## src/include/ilc_params.svh

```systemverilog
// constants of the interior lamp controller
`ifndef ILC_PARAMS_SVH
`define ILC_PARAMS_SVH
`define ILC_CLK_PERIOD_NS 10
`define ILC_TICK_PERIOD_NS 1000000
`define ILC_TICK_CYCLES (`ILC_TICK_PERIOD_NS / `ILC_CLK_PERIOD_NS)
`define ILC_AG_SHORT_MS 7500
`define ILC_AG_MID_MS 15000
`define ILC_AG_LONG_MS 30000
`define ILC_CUTOFF_MIN 20
`define ILC_CUTOFF_MS (`ILC_CUTOFF_MIN * 60 * 1000)
`define ILC_CTRL_OFS 12'h000
`define ILC_STAT_OFS 12'h004
`define ILC_CTRL_SEL_LSB 0
`define ILC_CTRL_CUTEN_BIT 2
`define ILC_SEL_RST 2'h2
`define ILC_CUTEN_RST 1'b1
`define ILC_SEL_OFF 2'h0
`define ILC_SEL_SHORT 2'h1
`define ILC_SEL_MID 2'h2
`endif

```

## src/include/ilc_pkg.sv

```systemverilog
// types of the interior lamp controller
package ilc_pkg;
  typedef enum logic [1:0] {
    ILC_ENG_OFF = 2'h0,
    ILC_ENG_ACCESSORY_POSITION = 2'h1,
    ILC_ENG_ON = 2'h2
  } ilc_eng_t;

  typedef enum logic [2:0] {
    ILC_MAP_OFF = 3'h1,
    ILC_MAP_DOOR = 3'h2,
    ILC_MAP_GLOW = 3'h4
  } ilc_map_t;

  typedef struct packed {
    logic [1:0] door_open;
    logic trunk_open;
    logic mode_entry;
    ilc_eng_t eng_pos;
    logic [1:0] vanity_open;
    logic map_sw_press;
    logic doors_locked;
  } ilc_sw_t;

  typedef struct packed {
    logic lock_evt;
    logic unlock_evt;
    logic prox_evt;
  } ilc_can_t;

  typedef struct packed {
    logic map;
    logic [1:0] step;
    logic trunk;
    logic [1:0] vanity;
  } ilc_lamps_t;

  typedef struct packed {
    ilc_map_t map_st;
    logic manual;
    ilc_eng_t eng_prev;
    logic [1:0] door_prev;
    logic [15:0] ag_cnt;
    logic [23:0] cut_cnt;
    logic cut_trip;
    logic [16:0] tick_cnt;
    logic [1:0] sel;
    logic cut_en;
    ilc_lamps_t lamps;
    logic pready;
    logic pslverr;
    logic [31:0] prdata;
  } ilc_state_t;
endpackage : ilc_pkg

```

## src/rtl/ilc_top.sv

```systemverilog
// interior lamp controller with apb register access
// Overview of operation
// entry mode: map lamp lights when a side door (not trunk) opens
// after a trigger map lamp stays lit for afterglow time, then off
// entry mode: a door closing after opening starts the afterglow
// entry mode: unlock event lights map lamp and starts afterglow
// entry mode: proximity event while locked lights lamp, starts afterglow
// engine switch leaving off for accessory or on kills map lamp at once
// a lock event kills the map lamp at once
// afterglow selectable off, 7.5, 15 or 30 s; 15 s after reset
// each step lamp follows its own door open state
// trunk lamp follows the trunk open state
// engine off, door lighting on 20 min: force it off if enabled
// ajar cutoff enable bit, set after reset
// manual push switch toggles the map lamp independently
// each vanity lamp lit while its mirror lid is open
// extinguish beats a same-cycle turn-on trigger
`timescale 1ns/1ns
`include "ilc_params.svh"
module ilc_top #(
  parameter int unsigned TICK_CYC = `ILC_TICK_CYCLES,
  parameter int unsigned AG_SHORT_MS = `ILC_AG_SHORT_MS,
  parameter int unsigned AG_MID_MS = `ILC_AG_MID_MS,
  parameter int unsigned AG_LONG_MS = `ILC_AG_LONG_MS,
  parameter int unsigned CUTOFF_MS = `ILC_CUTOFF_MS
) (
  // clock and reset
  input wire logic pclk,
  input wire logic presetn,
  input wire logic ce,
  // apb slave
  input wire logic psel,
  input wire logic penable,
  input wire logic pwrite,
  input wire logic [11:0] paddr,
  input wire logic [31:0] pwdata,
  output logic pready,
  output logic pslverr,
  output logic [31:0] prdata,
  // switches and keyless events
  input wire ilc_pkg::ilc_sw_t sw,
  input wire ilc_pkg::ilc_can_t can,
  // lamp drives
  output ilc_pkg::ilc_lamps_t lamps
);

  ilc_pkg::ilc_state_t s_r;
  ilc_pkg::ilc_state_t s_nxt;

  logic tick;
  logic ext;
  logic eng_up;
  logic door_rise;
  logic door_fall;
  logic any_door;
  logic glow_trig;
  logic lit_linked;
  logic wr_ctrl;
  logic [15:0] ag_lim;

  // afterglow length in ms for the selected setting
  function automatic logic [15:0] ag_limit(input logic [1:0] sel);
    logic [15:0] v;
    v = 16'(AG_LONG_MS);
    case (sel)
      `ILC_SEL_OFF: v = 16'h0000;
      `ILC_SEL_SHORT: v = 16'(AG_SHORT_MS);
      `ILC_SEL_MID: v = 16'(AG_MID_MS);
      default: v = 16'(AG_LONG_MS);
    endcase
    return v;
  endfunction : ag_limit

  always_comb begin
    s_nxt = s_r;
    tick = (s_r.tick_cnt == 17'(TICK_CYC - 1));
    s_nxt.tick_cnt = tick ? 17'h00000 : s_r.tick_cnt + 17'h00001;
    s_nxt.eng_prev = sw.eng_pos;
    s_nxt.door_prev = sw.door_open;
    any_door = |sw.door_open;
    door_rise = |(sw.door_open & ~s_r.door_prev);
    door_fall = |(~sw.door_open & s_r.door_prev);
    // level of engine switch alone would also block the manual switch
    eng_up = (s_r.eng_prev == ilc_pkg::ILC_ENG_OFF) &&
      (sw.eng_pos != ilc_pkg::ILC_ENG_OFF);
    ext = can.lock_evt | eng_up;
    glow_trig = door_fall | can.unlock_evt |
      (can.prox_evt & sw.doors_locked);
    ag_lim = ag_limit(s_r.sel);
    wr_ctrl = psel && penable && s_r.pready && pwrite &&
      (paddr == `ILC_CTRL_OFS);

    // map lamp, extinguish first
    if (ext) begin
      s_nxt.map_st = ilc_pkg::ILC_MAP_OFF;
      s_nxt.manual = 1'b0;
    end else begin
      if (sw.map_sw_press) begin
        s_nxt.manual = ~s_r.manual;
      end
      if (!sw.mode_entry) begin
        s_nxt.map_st = ilc_pkg::ILC_MAP_OFF;
      end else if (door_rise) begin
        s_nxt.map_st = ilc_pkg::ILC_MAP_DOOR;
      end else if (glow_trig && !any_door) begin
        s_nxt.ag_cnt = 16'h0000;
        if (s_r.sel == `ILC_SEL_OFF) begin
          s_nxt.map_st = ilc_pkg::ILC_MAP_OFF;
        end else begin
          s_nxt.map_st = ilc_pkg::ILC_MAP_GLOW;
        end
      end else begin
        case (s_r.map_st)
          ilc_pkg::ILC_MAP_OFF: begin
            s_nxt.map_st = ilc_pkg::ILC_MAP_OFF;
          end
          ilc_pkg::ILC_MAP_DOOR: begin
            // stays lit while some door is still open
            s_nxt.map_st = any_door ? ilc_pkg::ILC_MAP_DOOR : ilc_pkg::ILC_MAP_OFF;
          end
          ilc_pkg::ILC_MAP_GLOW: begin
            if (tick) begin
              if (s_r.ag_cnt >= ag_lim - 16'h0001) begin
                s_nxt.map_st = ilc_pkg::ILC_MAP_OFF;
              end else begin
                s_nxt.ag_cnt = s_r.ag_cnt + 16'h0001;
              end
            end
          end
          default: begin
            s_nxt.map_st = ilc_pkg::ILC_MAP_OFF;
          end
        endcase
      end
    end

    // ajar cutoff; tripped state holds until the lighting cause goes away, the engine switch leaves off or cut_en clears
    lit_linked = (s_r.map_st != ilc_pkg::ILC_MAP_OFF) | any_door | sw.trunk_open;
    if (!s_r.cut_en || !lit_linked ||
        (sw.eng_pos != ilc_pkg::ILC_ENG_OFF)) begin
      s_nxt.cut_cnt = 24'h000000;
      s_nxt.cut_trip = 1'b0;
    end else if (tick && !s_r.cut_trip) begin
      if (s_r.cut_cnt == 24'(CUTOFF_MS - 1)) begin
        s_nxt.cut_trip = 1'b1;
      end else begin
        s_nxt.cut_cnt = s_r.cut_cnt + 24'h000001;
      end
    end
    if (s_nxt.cut_trip) begin
      s_nxt.map_st = ilc_pkg::ILC_MAP_OFF;
    end

    s_nxt.lamps.map = s_nxt.manual | (s_nxt.map_st != ilc_pkg::ILC_MAP_OFF);
    s_nxt.lamps.step = sw.door_open & {2{~s_nxt.cut_trip}};
    s_nxt.lamps.trunk = sw.trunk_open & ~s_nxt.cut_trip;
    s_nxt.lamps.vanity = sw.vanity_open;

    // apb: no wait state, answer registered in the setup cycle
    s_nxt.pready = psel && !penable;
    s_nxt.pslverr = 1'b0;
    s_nxt.prdata = 32'h0000_0000;
    if (psel && !penable) begin
      if (paddr == `ILC_CTRL_OFS) begin
        s_nxt.prdata[`ILC_CTRL_SEL_LSB +: 2] = s_r.sel;
        s_nxt.prdata[`ILC_CTRL_CUTEN_BIT] = s_r.cut_en;
      end else if (paddr == `ILC_STAT_OFS) begin
        s_nxt.prdata[7:0] = {s_r.cut_trip,
          s_r.map_st == ilc_pkg::ILC_MAP_GLOW, s_r.lamps};
      end else begin
        s_nxt.pslverr = 1'b1;
      end
    end
    if (wr_ctrl) begin
      s_nxt.sel = pwdata[`ILC_CTRL_SEL_LSB +: 2];
      s_nxt.cut_en = pwdata[`ILC_CTRL_CUTEN_BIT];
    end
  end

  always_ff @(posedge pclk or negedge presetn) begin
    if (!presetn) begin
      s_r <= '{
        map_st: ilc_pkg::ILC_MAP_OFF,
        manual: 1'b0,
        eng_prev: ilc_pkg::ILC_ENG_OFF,
        door_prev: 2'h0,
        ag_cnt: 16'h0000,
        cut_cnt: 24'h000000,
        cut_trip: 1'b0,
        tick_cnt: 17'h00000,
        sel: `ILC_SEL_RST,
        cut_en: `ILC_CUTEN_RST,
        lamps: '0,
        pready: 1'b0,
        pslverr: 1'b0,
        prdata: 32'h0000_0000
      };
    end else if (ce) begin
      s_r <= s_nxt;
    end
  end

  assign pready = s_r.pready;
  assign pslverr = s_r.pslverr;
  assign prdata = s_r.prdata;
  assign lamps = s_r.lamps;
endmodule : ilc_top

```

## config.mk

```make
export PLATFORM = sky130hd
export DESIGN_NAME = ilc_top
export DESIGN_NICKNAME = d
export VERILOG_FILES = /design/src/include/ilc_pkg.sv /design/src/rtl/ilc_top.sv
export VERILOG_INCLUDE_DIRS = /design/src /design/src/include
export SDC_FILE = /design/constraint.sdc
export NUM_CORES = 1
export LEC_CHECK = 0
export ABC_AREA = 1
export BUFFER_PORTS_ARGS = -buffer_cell sky130_fd_sc_hd__buf_2
export CAP_MARGIN = 10
export CORE_MARGIN = 3
export CORE_UTILIZATION = 46
export DETAILED_ROUTE_END_ITERATION = 16
export PLACE_DENSITY = 0.73
export SKIP_LAST_GASP = 1
export SLEW_MARGIN = 20
export SYNTH_ARGS = -nofsm -noshare
export SYNTH_HDL_FRONTEND = slang
export SYNTH_SLANG_ARGS = --single-unit
export TNS_END_PERCENT = 50
```

## constraint.sdc

```tcl
create_clock -name pclk -period 2.24 [get_ports pclk]
set_input_delay 0.448 -clock pclk [delete_from_list [all_inputs] [get_ports pclk]]
set_output_delay 0.448 -clock pclk [all_outputs]
set_load 0.02 [all_outputs]
```

; ---- Word-level counts from Yosys, hierarchy flattened
; Index checks and enable logic that the tools add are counted.
; Widths: inputs -> output; s select.
[totals]
regBits = 85
inputBits = 63
output_inout_bits = 40
[op_classes]
add_sub_neg = 4
n_mux = 28
order_cmp = 1
eq_ne = 11
n_bitwise = 17
n_reduce_logical = 28
[op_table]
columns = cell, count
row1 = $mux 16, 4
row2 = $mux 25, 2
row3 = $pmux 15 s3, 1
row4 = $add 24x1->24 const B, 1
row5 = $eq 24x21->1 const B, 1
row6 = $mux 24, 1
row7 = $mux 3, 8
row8 = $add 17x1->17 const B, 1
row9 = $eq 17x17->1 const B, 1
row10 = $mux 17, 1
row11 = $add 16x1->16 const B, 1
row12 = $ge 16x16->1, 1
row13 = $mux 8, 2
row14 = $sub 16x1->16 const B, 1
row15 = $eq 12x3->1 const B, 1
row16 = $logic_not 12->1, 1
row17 = $logic_and 1x1->1, 8
row18 = $reduce_bool 2->1, 4
row19 = $reduce_and 7->1, 1
row20 = $and 2x2->2, 3
row21 = $ne 3x1->1 const B, 2
row22 = $or 1x1->1, 6
row23 = $pmux 3 s2, 1
row24 = $reduce_or 2->1, 3
row25 = 17 further kinds, 33

; ---- Logic depth before layout (Yosys ltp)
; Gate-level depths: netlist (run 1).
[logic_depth]
depth_word = 14
mapped_depth = 19
depth_no_buf = 19

; ---- Least setup slack after synthesis (run 1)
; No wires, ideal clock.
[synth_timing]
path_type = reg-to-reg
start = reg s_r[42] (netlist name)
end = reg s_r[93] (netlist name)
path_stages_with_launch = 16
required_ns = 2.123
setup_time_ns = 0.117
setup_slack_ns = -0.108
arrival_time_ns = 2.231
n_path_buf = 2
path_cell_list = dfstp_2 > inv_1 > ha_1 > xnor2_1 > ha_1 > nand2_1 > inv_1 > a21oi_1 > nand2_1 > nand2_1 > nand2_1 > or2_0 > buf_6 > buf_4 > nand3_1 > nand2_1
[synth_between]
elab_chain_len = 6
[synth_lines]
columns = element, line_no
row1 = from (decl), ilc_top.sv:47  ; ilc_pkg::ilc_state_t s_r;
row2 = from (signal assigned), ilc_top.sv:182  ; s_r <= '{
row3 = from (signal assigned), ilc_top.sv:199  ; s_r <= s_nxt;
row4 = $eq 2x2->1 (tied with other cells), ilc_top.sv:65  ; case (sel)
row5 = $pmux 15 s3 *, ilc_top.sv:65
row6 = $sub 16x1->16 *, ilc_top.sv:123  ; if (s_r.ag_cnt >= ag_lim - 16'h0001) begin
row7 = $ge 16x16->1 *, ilc_top.sv:123
row8 = $ne 2x2->1 (no line) *, -
row9 = $reduce_and 7->1 (no line) *, -
; Mark *: on every way between the ends. The rest lies on a longest branch, timed or not.
; A chain may end at the register's enable or synchronous reset.

; ---- Worst setup path after layout (run 1)
[layout_timing]
start = reg s_r[42] (netlist name)
end = reg s_r[91] (netlist name)
; Same word-level chain as after synthesis.

==> metrics.yaml, run 1 <==
status: "complete, but fails checks"
violations: "negative hold slack, negative setup slack"
dr.pass1.iters: 5
start_util_pct: 47.3
max_cap_viol_count: 0
ys_ff_latch: 85
detail-route-antenna-nets: 0
p_leak_nw: 3.26
grt_pass1_wl_um: 22500
fill_cells: 1183
synth_area_sq_mm: 0.00573
rsz0062_at_grt: "true"
crit_start: "s_r[42]$_DFFE_PN1P_"
path_max_fanout: 18
skew_ns: 0.0131
globalplace.congestion: 0.929
numCtsBuffers: 9
cts_tree: "yes"
io_pins: 103
cellPowerDensity_mw_per_mm2: 581
holdCritPathClass: "in2async"
slew_violations: 0
dieWidth_um: 118
critPathKind: "reg2reg"
clock.fmax_mhz: 425
finalHoldViolCount: 9
htree_levels: 3
grt_overflow: 0
ys.flop_type: "dfrtp_1"
cp_data_arrival_time_ns: 2.64
layout_setup_ws_ns: -0.114
core-area_sq_mm: 0.0121
drt-total-wl_um: 12700
post_drt_wl_per_cell_um: 12.6
yosys.cell_types.count: 42
ir_drop_mv: 0.502
grt_use_total_pct: 19.1
synth_edf_count: 0
p_total_mw: 3.79
antenna_found_initial: 0
r2r_slack_ns: -0.11
viasPerCell: 5.03
period_needed_ns: 2.35
die_h_um: 118
nets: 925
grt_pass1_vias: 4807
dpl_cell_area_sq_mm: 0.00613
syn_to_final_growth_pct: 13.9
clk_pin_slew_worst_paths_ns: 0.08
layout-drive-gt1-share_pct: 15.2
crit_path_start_kind: "register"
post-place-ws_ns: -0.141
hold_ws_ns: -0.00367
timing.final.crit_share_pct: 105
setup_violations: 19
drt_iter0_drc: 391
clock_latency_ns: 0.35
tns_ns: -1.79
clockBufferDepth: 2
clock_sinks: 85
r2r-end: "s_r[91]$_DFFE_PN0P_"
yosysSeqAreaShare_pct: 37.2
drcViolationCount: 0
synth_cells: 786
crit-reg2reg-launch: "s_r[42]$_DFFE_PN1P_"
synth.avg_cell_area_sq_um: 7.29
critPathCaptureType: "register"
r2r_cells: 15
die_area_sq_mm: 0.0138
dpl.hpwl_um: 9420
finalInstanceArea_sq_mm: 0.00653
insertedDiodeCount: 0
portBuffers: 49
async_flop_share_pct: 100
root_buffer: "clkbuf_16"
ys_warn_count: 0
num_rows: 40
vias: 5092
worstPathRequired_ns: 2.52
grt_max_degree: 50
[final cells by class]
cell class | instances | area, sq um | area share, %
Clock buffer | 9 | 225 | 3.45
Tap cell | 168 | 210 | 3.22
Clock inverter | 7 | 91.3 | 1.40
Multi-Input combinational cell | 579 | 3040 | 46.5
Timing Repair Buffer | 75 | 492 | 7.53
Sequential cell | 85 | 2130 | 32.7
Inverter | 89 | 339 | 5.19
[synthesized netlist by cell type, drive strengths merged, types with 2 or more instances]
| cell | instances | area [sq um] |
|---|---|---|
| a21o | 3 | 22.5 |
| a21oi | 22 | 121 |
| a31oi | 2 | 18.8 |
| buf | 49 | 385 |
| clkbuf | 8 | 30.0 |
| dfrtp | 82 | 2050 |
| dfstp | 3 | 78.8 |
| ha | 23 | 288 |
| inv | 88 | 330 |
| nand2 | 207 | 793 |
| nand3 | 68 | 350 |
| nand3b | 2 | 15.0 |
| nand4 | 26 | 163 |
| nor2 | 90 | 343 |
| nor3 | 24 | 120 |
| nor3b | 3 | 22.5 |
| o21ai | 36 | 199 |
| o22ai | 2 | 12.5 |
| o31ai | 5 | 37.5 |
| or2 | 5 | 31.3 |
| xnor2 | 5 | 43.8 |
| xor2 | 25 | 219 |
[power by group]
group          internal (mW)  switching, mW
Clock                  0.892          0.698
Combinational          0.153          0.301
Sequential              1.64          0.109
Total                   2.68           1.11
[stage by stage]
| stage | util (%) | instances | hold slack [ns] |
|---|---|---|---|
| global placement | 50.6 | 994 | 0.378 |
| global route | 53.9 | 1012 | 0.0121 |
| detailed placement | 50.6 | 994 | 0.377 |
| CTS | 53.4 | 1011 | 0.00555 |
| finish | 53.9 | 1012 | -0.00367 |
| floorplan | - | 809 | 0.152 |
[cells in the final DEF (no fill, tap or decap), drive strengths merged, types with 3 or more instances in the layout]
master    n
dfstp     3
xor2     25
or2       5
o31ai     5
a21o      3
ha       23
dfrtp    82
nor2     90
inv      91
clkbuf    9
nor3     24
xnor2     5
nor3b     3
nand4    26
clkinv    3
a21oi    22
nand3    68
buf      75
o21ai    36
nand2   208
conb     24
[metal layers]
metal / vias up / share of wire (%) / track usage, %
met4: 0 / 0.68 / 3.81
met1: 2383 / 48 / 26.6
met3: 6 / 4.7 / 4.52
met5: - / 0 / 0
li1: 2581 / - / -
met2: 122 / 47 / 30.7
[repair_timing]
action,CTS,global route
gates resized for setup,2,14
hold buffers,0,0
endpoints found under the setup margin,19,37
pin swaps,0,15
buffers inserted,0,1
hold endpoints to repair,0,0
gates cloned,1,0
[critical path: stages, from the launching register on]
cell and delay [ns]:
dfstp_2 0.56, inv_4 0.06, ha_4 0.18, xnor2_2 0.12, ha_1 0.28, nand2_2 0.08, inv_1 0.04, a21oi_1 0.11
nand2_1 0.08, nand2_1 0.08, nand2_2 0.07, or2_1 0.24, buf_12 0.17, nand2_8 0.09, nand2_1 0.07, nand2_1 0.06
[worst max-delay path by stage]
| stage | to | cells past startpoint | slack [ns] |
|---|---|---|---|
| 2_1_floorplan | s_r[93]$_DFFE_PN0P_ | 15 | 0.003 |
| 3_3_place_gp | s_r[89]$_DFFE_PN0P_ | 15 | -0.10 |
| 3_5_place_dp | s_r[91]$_DFFE_PN0P_ | 15 | -0.14 |
| 4_1_cts | s_r[91]$_DFFE_PN0P_ | 15 | -0.13 |
| 5_1_grt | s_r[89]$_DFFE_PN0P_ | 15 | -0.26 |
| 6_report | s_r[91]$_DFFE_PN0P_ | 15 | -0.11 |
[sequential cells by signal, summed over array words and instances (netlist names)]
register and count:
pslverr 1, lamps 6, pready 1, prdata 8, s_r 69
[cell families after synthesis]
| family | count (synthesis) | share of synthesized area [%] |
|---|---|---|
| AOI/OAI and AO/OA | 73 | 7.58 |
| xor gates and xnor gates | 30 | 4.59 |
| muxes | 1 | 0.196 |
| buffers and inverters | 146 | 13.1 |
| adders and majority gates | 23 | 5.02 |
| DFF | 85 | 37.2 |
| other | 1 | 0.0654 |
| and+or+nand+nor | 427 | 32.3 |
Note: power is estimated with default switching activity, not from simulation.
==> inputs of run 2 (changes only) <==
--- a/config.mk
+++ b/config.mk
@@ -7,12 +7,14 @@
 export NUM_CORES = 1
 export LEC_CHECK = 0
 export ABC_AREA = 1
-export BUFFER_PORTS_ARGS = -buffer_cell sky130_fd_sc_hd__buf_2
+export BUFFER_PORTS_ARGS = -buffer_cell sky130_fd_sc_hd__buf_4
 export CAP_MARGIN = 10
+export CELL_PAD_IN_SITES_DETAIL_PLACEMENT = 1
+export CELL_PAD_IN_SITES_GLOBAL_PLACEMENT = 1
 export CORE_MARGIN = 3
-export CORE_UTILIZATION = 46
+export CORE_UTILIZATION = 37
 export DETAILED_ROUTE_END_ITERATION = 16
-export PLACE_DENSITY = 0.73
+export PLACE_DENSITY = 0.8
 export SKIP_LAST_GASP = 1
 export SLEW_MARGIN = 20
 export SYNTH_ARGS = -nofsm -noshare
==> run 2 against run 1 <==
The run ends with negative setup slack left. Clock-buffer cell count rose by 3. Register-to-register slack about the same. Sequential cell count unchanged. Combinational power is 16% higher. Worst setup slack improved by 0.0069 ns. Final area rose by 4.5%. Critical endpoint is now s_r[96]$_DFFE_PN0P_. Die area up 23%. Highest routed layer unchanged.
==> metrics.yaml, run 2 (same netlist as run 1, synthesis figures left out) <==
status: "complete, but fails checks"
violations: "negative setup slack"
clock_sinks: 85  # unchanged
switching_power_mw: 1.10  # -0.34%
dr.pass1.iters: 4  # -1
viasPerCell: 5.07  # +0.77%
crit_path_start_kind: "register"
critPathKind: "reg2reg"
crit_start: "s_r[42]$_DFFE_PN1P_"
wl_met2_um: 7920  # +33%
tightest_slew_ns: 0.527
seq_power_share_pct: 45.3  # -0.8 points
holdCritPathClass: "in2async"
setup_violations: 19  # unchanged
slowest_stage: "dfstp_2"
final_cell_mix: "192 x nand2_1, 85 x nor2_1, 85 x inv_1, 81 x dfrtp_1, 76 x buf_4"
post_drt_wl_per_cell_um: 15.6  # +24%
stdcell_count: 1037  # +2.5%
max_cap_viol_count: 0  # unchanged
vias: 5258  # +3.3%
path_cells: "inv_4, ha_4, xnor2_2, ha_1, nand2_1, inv_1, a21oi_2, nand2_1, nand2_1, nand2_2, or2_4, buf_12, nand2_8, nand2_1, nand2_1"
path_max_fanout: 8  # -10
nets: 934  # +0.97%
antenna_found_initial: 0  # unchanged
core-area_sq_mm: 0.0149  # +23%
p_clk_share_pct: 41.0  # -0.9 points
drt-total-wl_um: 16100  # +27%
crit_buf_inv: 3  # unchanged
p_leak_nw: 3.38  # +3.6%
top_layer: "met4"
num_rows: 44  # +10%
drt_iter0_drc: 199  # -49%
portBuffers: 49  # unchanged
drcViolationCount: 0  # unchanged
pwr-share-comb_pct: 13.8  # +1.8 points
clk_pin_slew_worst_paths_ns: 0.07  # about the same
globalplace.congestion: 0.882  # -5.1%
htree_levels: 3  # unchanged
grt_use_total_pct: 18.9  # -0.20 points
r2r_slack_ns: -0.11  # about the same
r2r_cells: 15  # unchanged
timing.final.crit_share_pct: 105  # -0.31 points
largest_reg_flops: 69  # unchanged
cts_tree: "yes"
final_common_cell: "nand2_1"
insertedDiodeCount: 0  # unchanged
dieWidth_um: 130  # +11%
crit_family: "simple AND/OR/NAND/NOR gates"
detail-route-antenna-nets: 0  # unchanged
rsz0062_at_grt: "true"
grt_overflow: 0  # unchanged
cp_data_arrival_time_ns: 2.62  # -0.02 ns
dpl.cell_count: 1016  # +2.2%
relSlewSlack_pct: 64.9
grt_max_degree: 37  # -26%
route.met3.wl_um: 537  # -9.7%
dpl.hpwl_um: 11700  # +25%
p_int_mw: 2.74  # +2.0%
clock.fmax_mhz: 426  # +0.29%
clock_latency_ns: 0.35  # about the same
critical-path-max-stage-delay_ns: 0.56  # about the same
layout-drive-gt1-share_pct: 17.6  # +2.4 points
critPathCaptureType: "register"
met1_length_um: 7560  # +24%
swShare_pct: 28.7  # -0.47 points
finalHoldViolCount: 0  # -9
die_h_um: 130  # +11%
syn_to_final_growth_pct: 19.1
start_util_pct: 38.6  # -8.8 points
slew_violations: 0  # unchanged
largest_register: "s_r"
grt_pass1_wl_um: 25900  # +15%
layout_setup_ws_ns: -0.107  # +0.00685 ns
numCtsBuffers: 9  # unchanged
clockBufferDepth: 2  # unchanged
r2r-end: "s_r[96]$_DFFE_PN0P_"
cp_common_cell: "nand2_1"
final_core_util_pct: 45.9  # -8.0 points
cellPowerDensity_mw_per_mm2: 563  # -3.1%
die_area_sq_mm: 0.0170  # +23%
root_buffer: "clkbuf_16"
crit-reg2reg-launch: "s_r[42]$_DFFE_PN1P_"
io_pins: 103  # unchanged
period_needed_ns: 2.35  # -0.00685 ns
worstPathRequired_ns: 2.52  # about the same
ir_drop_mv: 0.319  # -37%
skew_ns: 0.0124  # -0.000729 ns
grt_pass1_vias: 5191  # +8.0%
fill_cells: 1855  # +57%
run 2: power by group through the flow:
stage,Sequential [mW],Clock [mW],Combinational [mW]
finish,1.74,1.57,0.528
global placement,1.76,0,0.509
detailed placement,1.77,0,0.531
global route,1.76,1.65,0.598
CTS,1.74,1.59,0.534
floorplan,1.74,0,0.383
run 2: metal layers:
layer | global-route usage, % | vias to the layer above
met5 | 0 | -
met4 | 3.75 | 0
met3 | 3.17 | 11
met2 | 32.4 | 81
met1 | 25.4 | 2569
li1 | - | 2597
run 2: worst register-to-register path, cell delays in order, from the launching register on:
cell and delay (ns):
dfstp_2 0.56, inv_4 0.06, ha_4 0.17, xnor2_2 0.17
ha_1 0.25, nand2_1 0.08, inv_1 0.05, a21oi_2 0.10
nand2_1 0.06, nand2_1 0.07, nand2_2 0.06, or2_4 0.27
buf_12 0.16, nand2_8 0.09, nand2_1 0.07, nand2_1 0.06
run 2: repair_timing:
| item | CTS | global route |
|---|---|---|
| setup buffers | 1 | 1 |
| pin swaps | 8 | 10 |
| gates resized for setup | 15 | 20 |
| hold buffers | 0 | 0 |
| gates cloned | 1 | 2 |
| setup endpoints to repair | 19 | 37 |
run 2: per-stage QoR:
step / hold slack, ns / total power, mW / area [sq um] / worst slack, ns / setup TNS [ns]
finish: 0.0737 / 3.84 / 6820 / -0.107 / -1.64
global route: 0.0988 / 4.00 / 6820 / -0.241 / -4.87
CTS: 0.0836 / 3.87 / 6700 / -0.131 / -2.10
detailed placement: 0.461 / 2.30 / 6310 / -0.203 / -3.20
global placement: 0.452 / 2.27 / 6310 / -0.139 / -2.37
floorplan: 0.152 / 2.12 / 5860 / 0.00251 / 0
run 2: final cells by class:
class	instances	area (sq um)	share of cell area, %
Timing Repair Buffer	84	714	10.5
Tap cell	184	230	3.37
Clock buffer	12	246	3.61
Inverter	89	342	5.01
Sequential cell	85	2130	31.2
Multi-Input combinational cell	579	3100	45.5
Clock inverter	4	56.3	0.825
run 2: how the worst max path moves through the flow:
stage               slack [ns]              endpoint  cells after the start
detailed placement       -0.20  s_r[108]$_DFFE_PN0P_                     16
global route             -0.24  lamps[5]$_DFFE_PN0P_                     19
CTS                      -0.13  lamps[5]$_DFFE_PN0P_                     18
floorplan                0.003   s_r[93]$_DFFE_PN0P_                     15
global placement         -0.14   s_r[93]$_DFFE_PN0P_                     15
finish                   -0.11   s_r[96]$_DFFE_PN0P_                     15
==> inputs of run 3 (changes only) <==
--- a/config.mk
+++ b/config.mk
@@ -11,10 +11,11 @@
 export CAP_MARGIN = 10
 export CELL_PAD_IN_SITES_DETAIL_PLACEMENT = 1
 export CELL_PAD_IN_SITES_GLOBAL_PLACEMENT = 1
+export CORE_ASPECT_RATIO = 1.1
 export CORE_MARGIN = 3
-export CORE_UTILIZATION = 37
+export CORE_UTILIZATION = 30
 export DETAILED_ROUTE_END_ITERATION = 16
-export PLACE_DENSITY = 0.8
+export PLACE_DENSITY = 0.68
 export SKIP_LAST_GASP = 1
 export SLEW_MARGIN = 20
 export SYNTH_ARGS = -nofsm -noshare
==> run 3 against run 2 <==
The run still ends with negative setup slack left. Total power up 1.3%. Critical path type unchanged. Wire length is 1.8% higher. Register-to-register slack got worse by 0.08 ns. First-iteration DRC count is 19% higher. Global-route usage shrank 2.6 points. Worst setup slack worse by 0.080 ns. Highest routed layer unchanged.
==> metrics.yaml, run 3 (same netlist as run 1, synthesis figures left out) <==
clk_pin_slew_worst_paths_ns: 0.07  # about the same
grt_pass1_wl_um: 26900  # +4.2%
critPathKind: "reg2reg"
pwr-share-comb_pct: 12.9  # -0.9 points
grt_pass1_vias: 5266  # +1.4%
finalHoldViolCount: 0  # unchanged
num_rows: 52  # +18%
dieWidth_um: 138  # +5.6%
cp_common_cell: "nand2_2"
die_area_sq_mm: 0.0208  # +22%
max_cap_viol_count: 0  # unchanged
layout_setup_ws_ns: -0.187  # -0.0803 ns
largest_reg_flops: 69  # unchanged
antenna_found_initial: 0  # unchanged
root_buffer: "clkbuf_16"
htree_levels: 3  # unchanged
portBuffers: 49  # unchanged
clockBufferDepth: 2  # unchanged
period_needed_ns: 2.43  # +0.0803 ns
dr.pass1.iters: 4  # unchanged
post_drt_wl_per_cell_um: 15.0  # -3.6%
drt_iter0_drc: 237  # +19%
clock_sinks: 85  # unchanged
globalplace.congestion: 0.800  # -9.2%
syn_to_final_growth_pct: 19.4
viasPerCell: 4.74  # -6.6%
io_pins: 103  # unchanged
p_leak_nw: 3.37  # -0.16%
cts_tree: "yes"
path_max_fanout: 8  # unchanged
grt_max_degree: 32  # -14%
setup_violations: 19  # unchanged
tns_ns: -2.99  # -1.35 ns
timing.final.crit_share_pct: 108  # +3.6 points
status: "complete, but fails checks"
slowest_stage: "dfstp_2"
critPathCaptureType: "register"
nets: 933  # -0.11%
crit_path_start_kind: "register"
cellPowerDensity_mw_per_mm2: 569  # +1.0%
insertedDiodeCount: 0  # unchanged
cts_hold_buf: 0  # unchanged
slew_violations: 0  # unchanged
drcViolationCount: 0  # unchanged
swShare_pct: 30.2  # +1.5 points
p_int_mw: 2.72  # -0.76%
rsz0062_at_grt: "true"
clock.fmax_mhz: 412  # -3.3%
final_cell_mix: "195 x nand2_1, 87 x nor2_1, 84 x inv_1, 81 x dfrtp_1, 77 x buf_4"
numCtsBuffers: 9  # unchanged
worstPathRequired_ns: 2.54  # +0.02 ns
start_util_pct: 30.9  # -7.6 points
fill_cells: 2306  # +24%
detail-route-antenna-nets: 0  # unchanged
switching_power_mw: 1.18  # +6.5%
dpl.hpwl_um: 12200  # +4.2%
cp_data_arrival_time_ns: 2.72  # +0.10 ns
grt_overflow: 0  # unchanged
final_common_cell: "nand2_1"
skew_ns: 0.0108  # -0.00156 ns
core-area_sq_mm: 0.0185  # +25%
vias: 5185  # -1.4%
largest_register: "s_r"
grt_use_total_pct: 16.4  # -2.6 points
p_clk_share_pct: 42.1  # +1.1 points
die_h_um: 151  # +16%
holdCritPathClass: "in2async"
path_cells: "inv_4, ha_4, xnor2_2, ha_1, nand2_2, inv_2, a21oi_2, nand2_1, nand2_1, nand2_2, or2_4, buf_12, nand2_8, nand2_2, nand2_2"
drt-total-wl_um: 16400  # +1.8%
clock_latency_ns: 0.35  # about the same
critical-path-max-stage-delay_ns: 0.56  # about the same
violations: "negative setup slack"
seq_power_share_pct: 45.0  # -0.3 points
post-place-ws_ns: -0.287  # -0.0841 ns
layout-drive-gt1-share_pct: 16.8  # -0.80 points
ir_drop_mv: 0.341  # +7.1%
## run 3: changes by cell type in the layout (fill, tap and decap cells not counted), sizes merged
| cell | delta |
|---|---|
| clkbuf | -4 |
| inv | +3 |
## run 3: worst paths after layout
check	startpoint	to	slack, ns	depth (start not counted)
worst max-delay path	s_r[42]$_DFFE_PN1P_	s_r[94]$_DFFE_PN0P_	-0.19	15
worst min-delay path	presetn	s_r[54]$_DFFE_PN0P_	0.04	1
worst max register to register	s_r[42]$_DFFE_PN1P_	s_r[94]$_DFFE_PN0P_	-0.19	15
worst min register to register	prdata[1]$_DFFE_PN0P_	prdata[1]$_DFFE_PN0P_	0.49	2
max in group asynchronous	presetn	s_r[42]$_DFFE_PN1P_	1.61	2
min in group pclk	sw[3]	lamps[1]$_DFFE_PN0P_	0.30	3
## run 3: layout make-up
| cell class | count | area (sq um) | share of cell area (%) |
|---|---|---|---|
| Multi-Input combinational cell | 579 | 3040 | 44.4 |
| Clock buffer | 9 | 225 | 3.29 |
| Inverter | 89 | 339 | 4.96 |
| Clock inverter | 7 | 92.6 | 1.35 |
| Sequential cell | 85 | 2130 | 31.2 |
| Tap cell | 243 | 304 | 4.44 |
| Timing Repair Buffer | 83 | 711 | 10.4 |
## run 3: per-stage QoR
step                      hold slack [ns]  instances  power (mW)  area [sq um]  utilization [%]
after floorplan                     0.152        809        2.12          5860                -
after global placement              0.439       1075        2.27          6400             34.5
after detailed placement            0.432       1075        2.29          6400             34.5
after CTS                          0.0540       1094        3.94          6780             36.6
after global routing               0.0683       1095        4.09          6840             36.9
final                              0.0435       1095        3.89          6840             36.9
## run 3: critical path: cells and delay by family, from the launching register on
kind | cells | cell delay, ns
fa+ha+maj | 2 | 0.43
buf+inv | 3 | 0.27
compound gates | 1 | 0.12
flops | 1 | 0.56
xor+xnor | 1 | 0.17
simple gates | 8 | 0.82
## run 3: timing repair
| action | CTS | global route |
|---|---|---|
| setup endpoints to repair | 19 | 34 |
| setup buffers | 1 | 0 |
| pin swaps | 0 | 12 |
| gates resized for setup | 6 | 15 |
| hold endpoints to repair | 0 | 0 |
| cloned | 2 | 1 |
## run 3: power by group through the flow
stage	logic [mW]	registers (mW)	clock network (mW)
3_5_place_dp	0.507	1.78	0
6_report	0.500	1.75	1.64
5_1_grt	0.565	1.77	1.76
2_1_floorplan	0.383	1.74	0
4_1_cts	0.508	1.75	1.68
3_3_place_gp	0.491	1.78	0
## run 3: routing by layer
| metal | track usage (%) | routed length (um) | vias up | share of wire (%) |
|---|---|---|---|---|
| li1 | - | - | 2604 | - |
| met1 | 20.6 | 7360 | 2513 | 45 |
| met2 | 29.0 | 8420 | 57 | 51 |
| met3 | 2.39 | 473 | 11 | 2.9 |
| met4 | 4.59 | 177 | 0 | 1.1 |
| met5 | 0 | 0 | - | 0 |
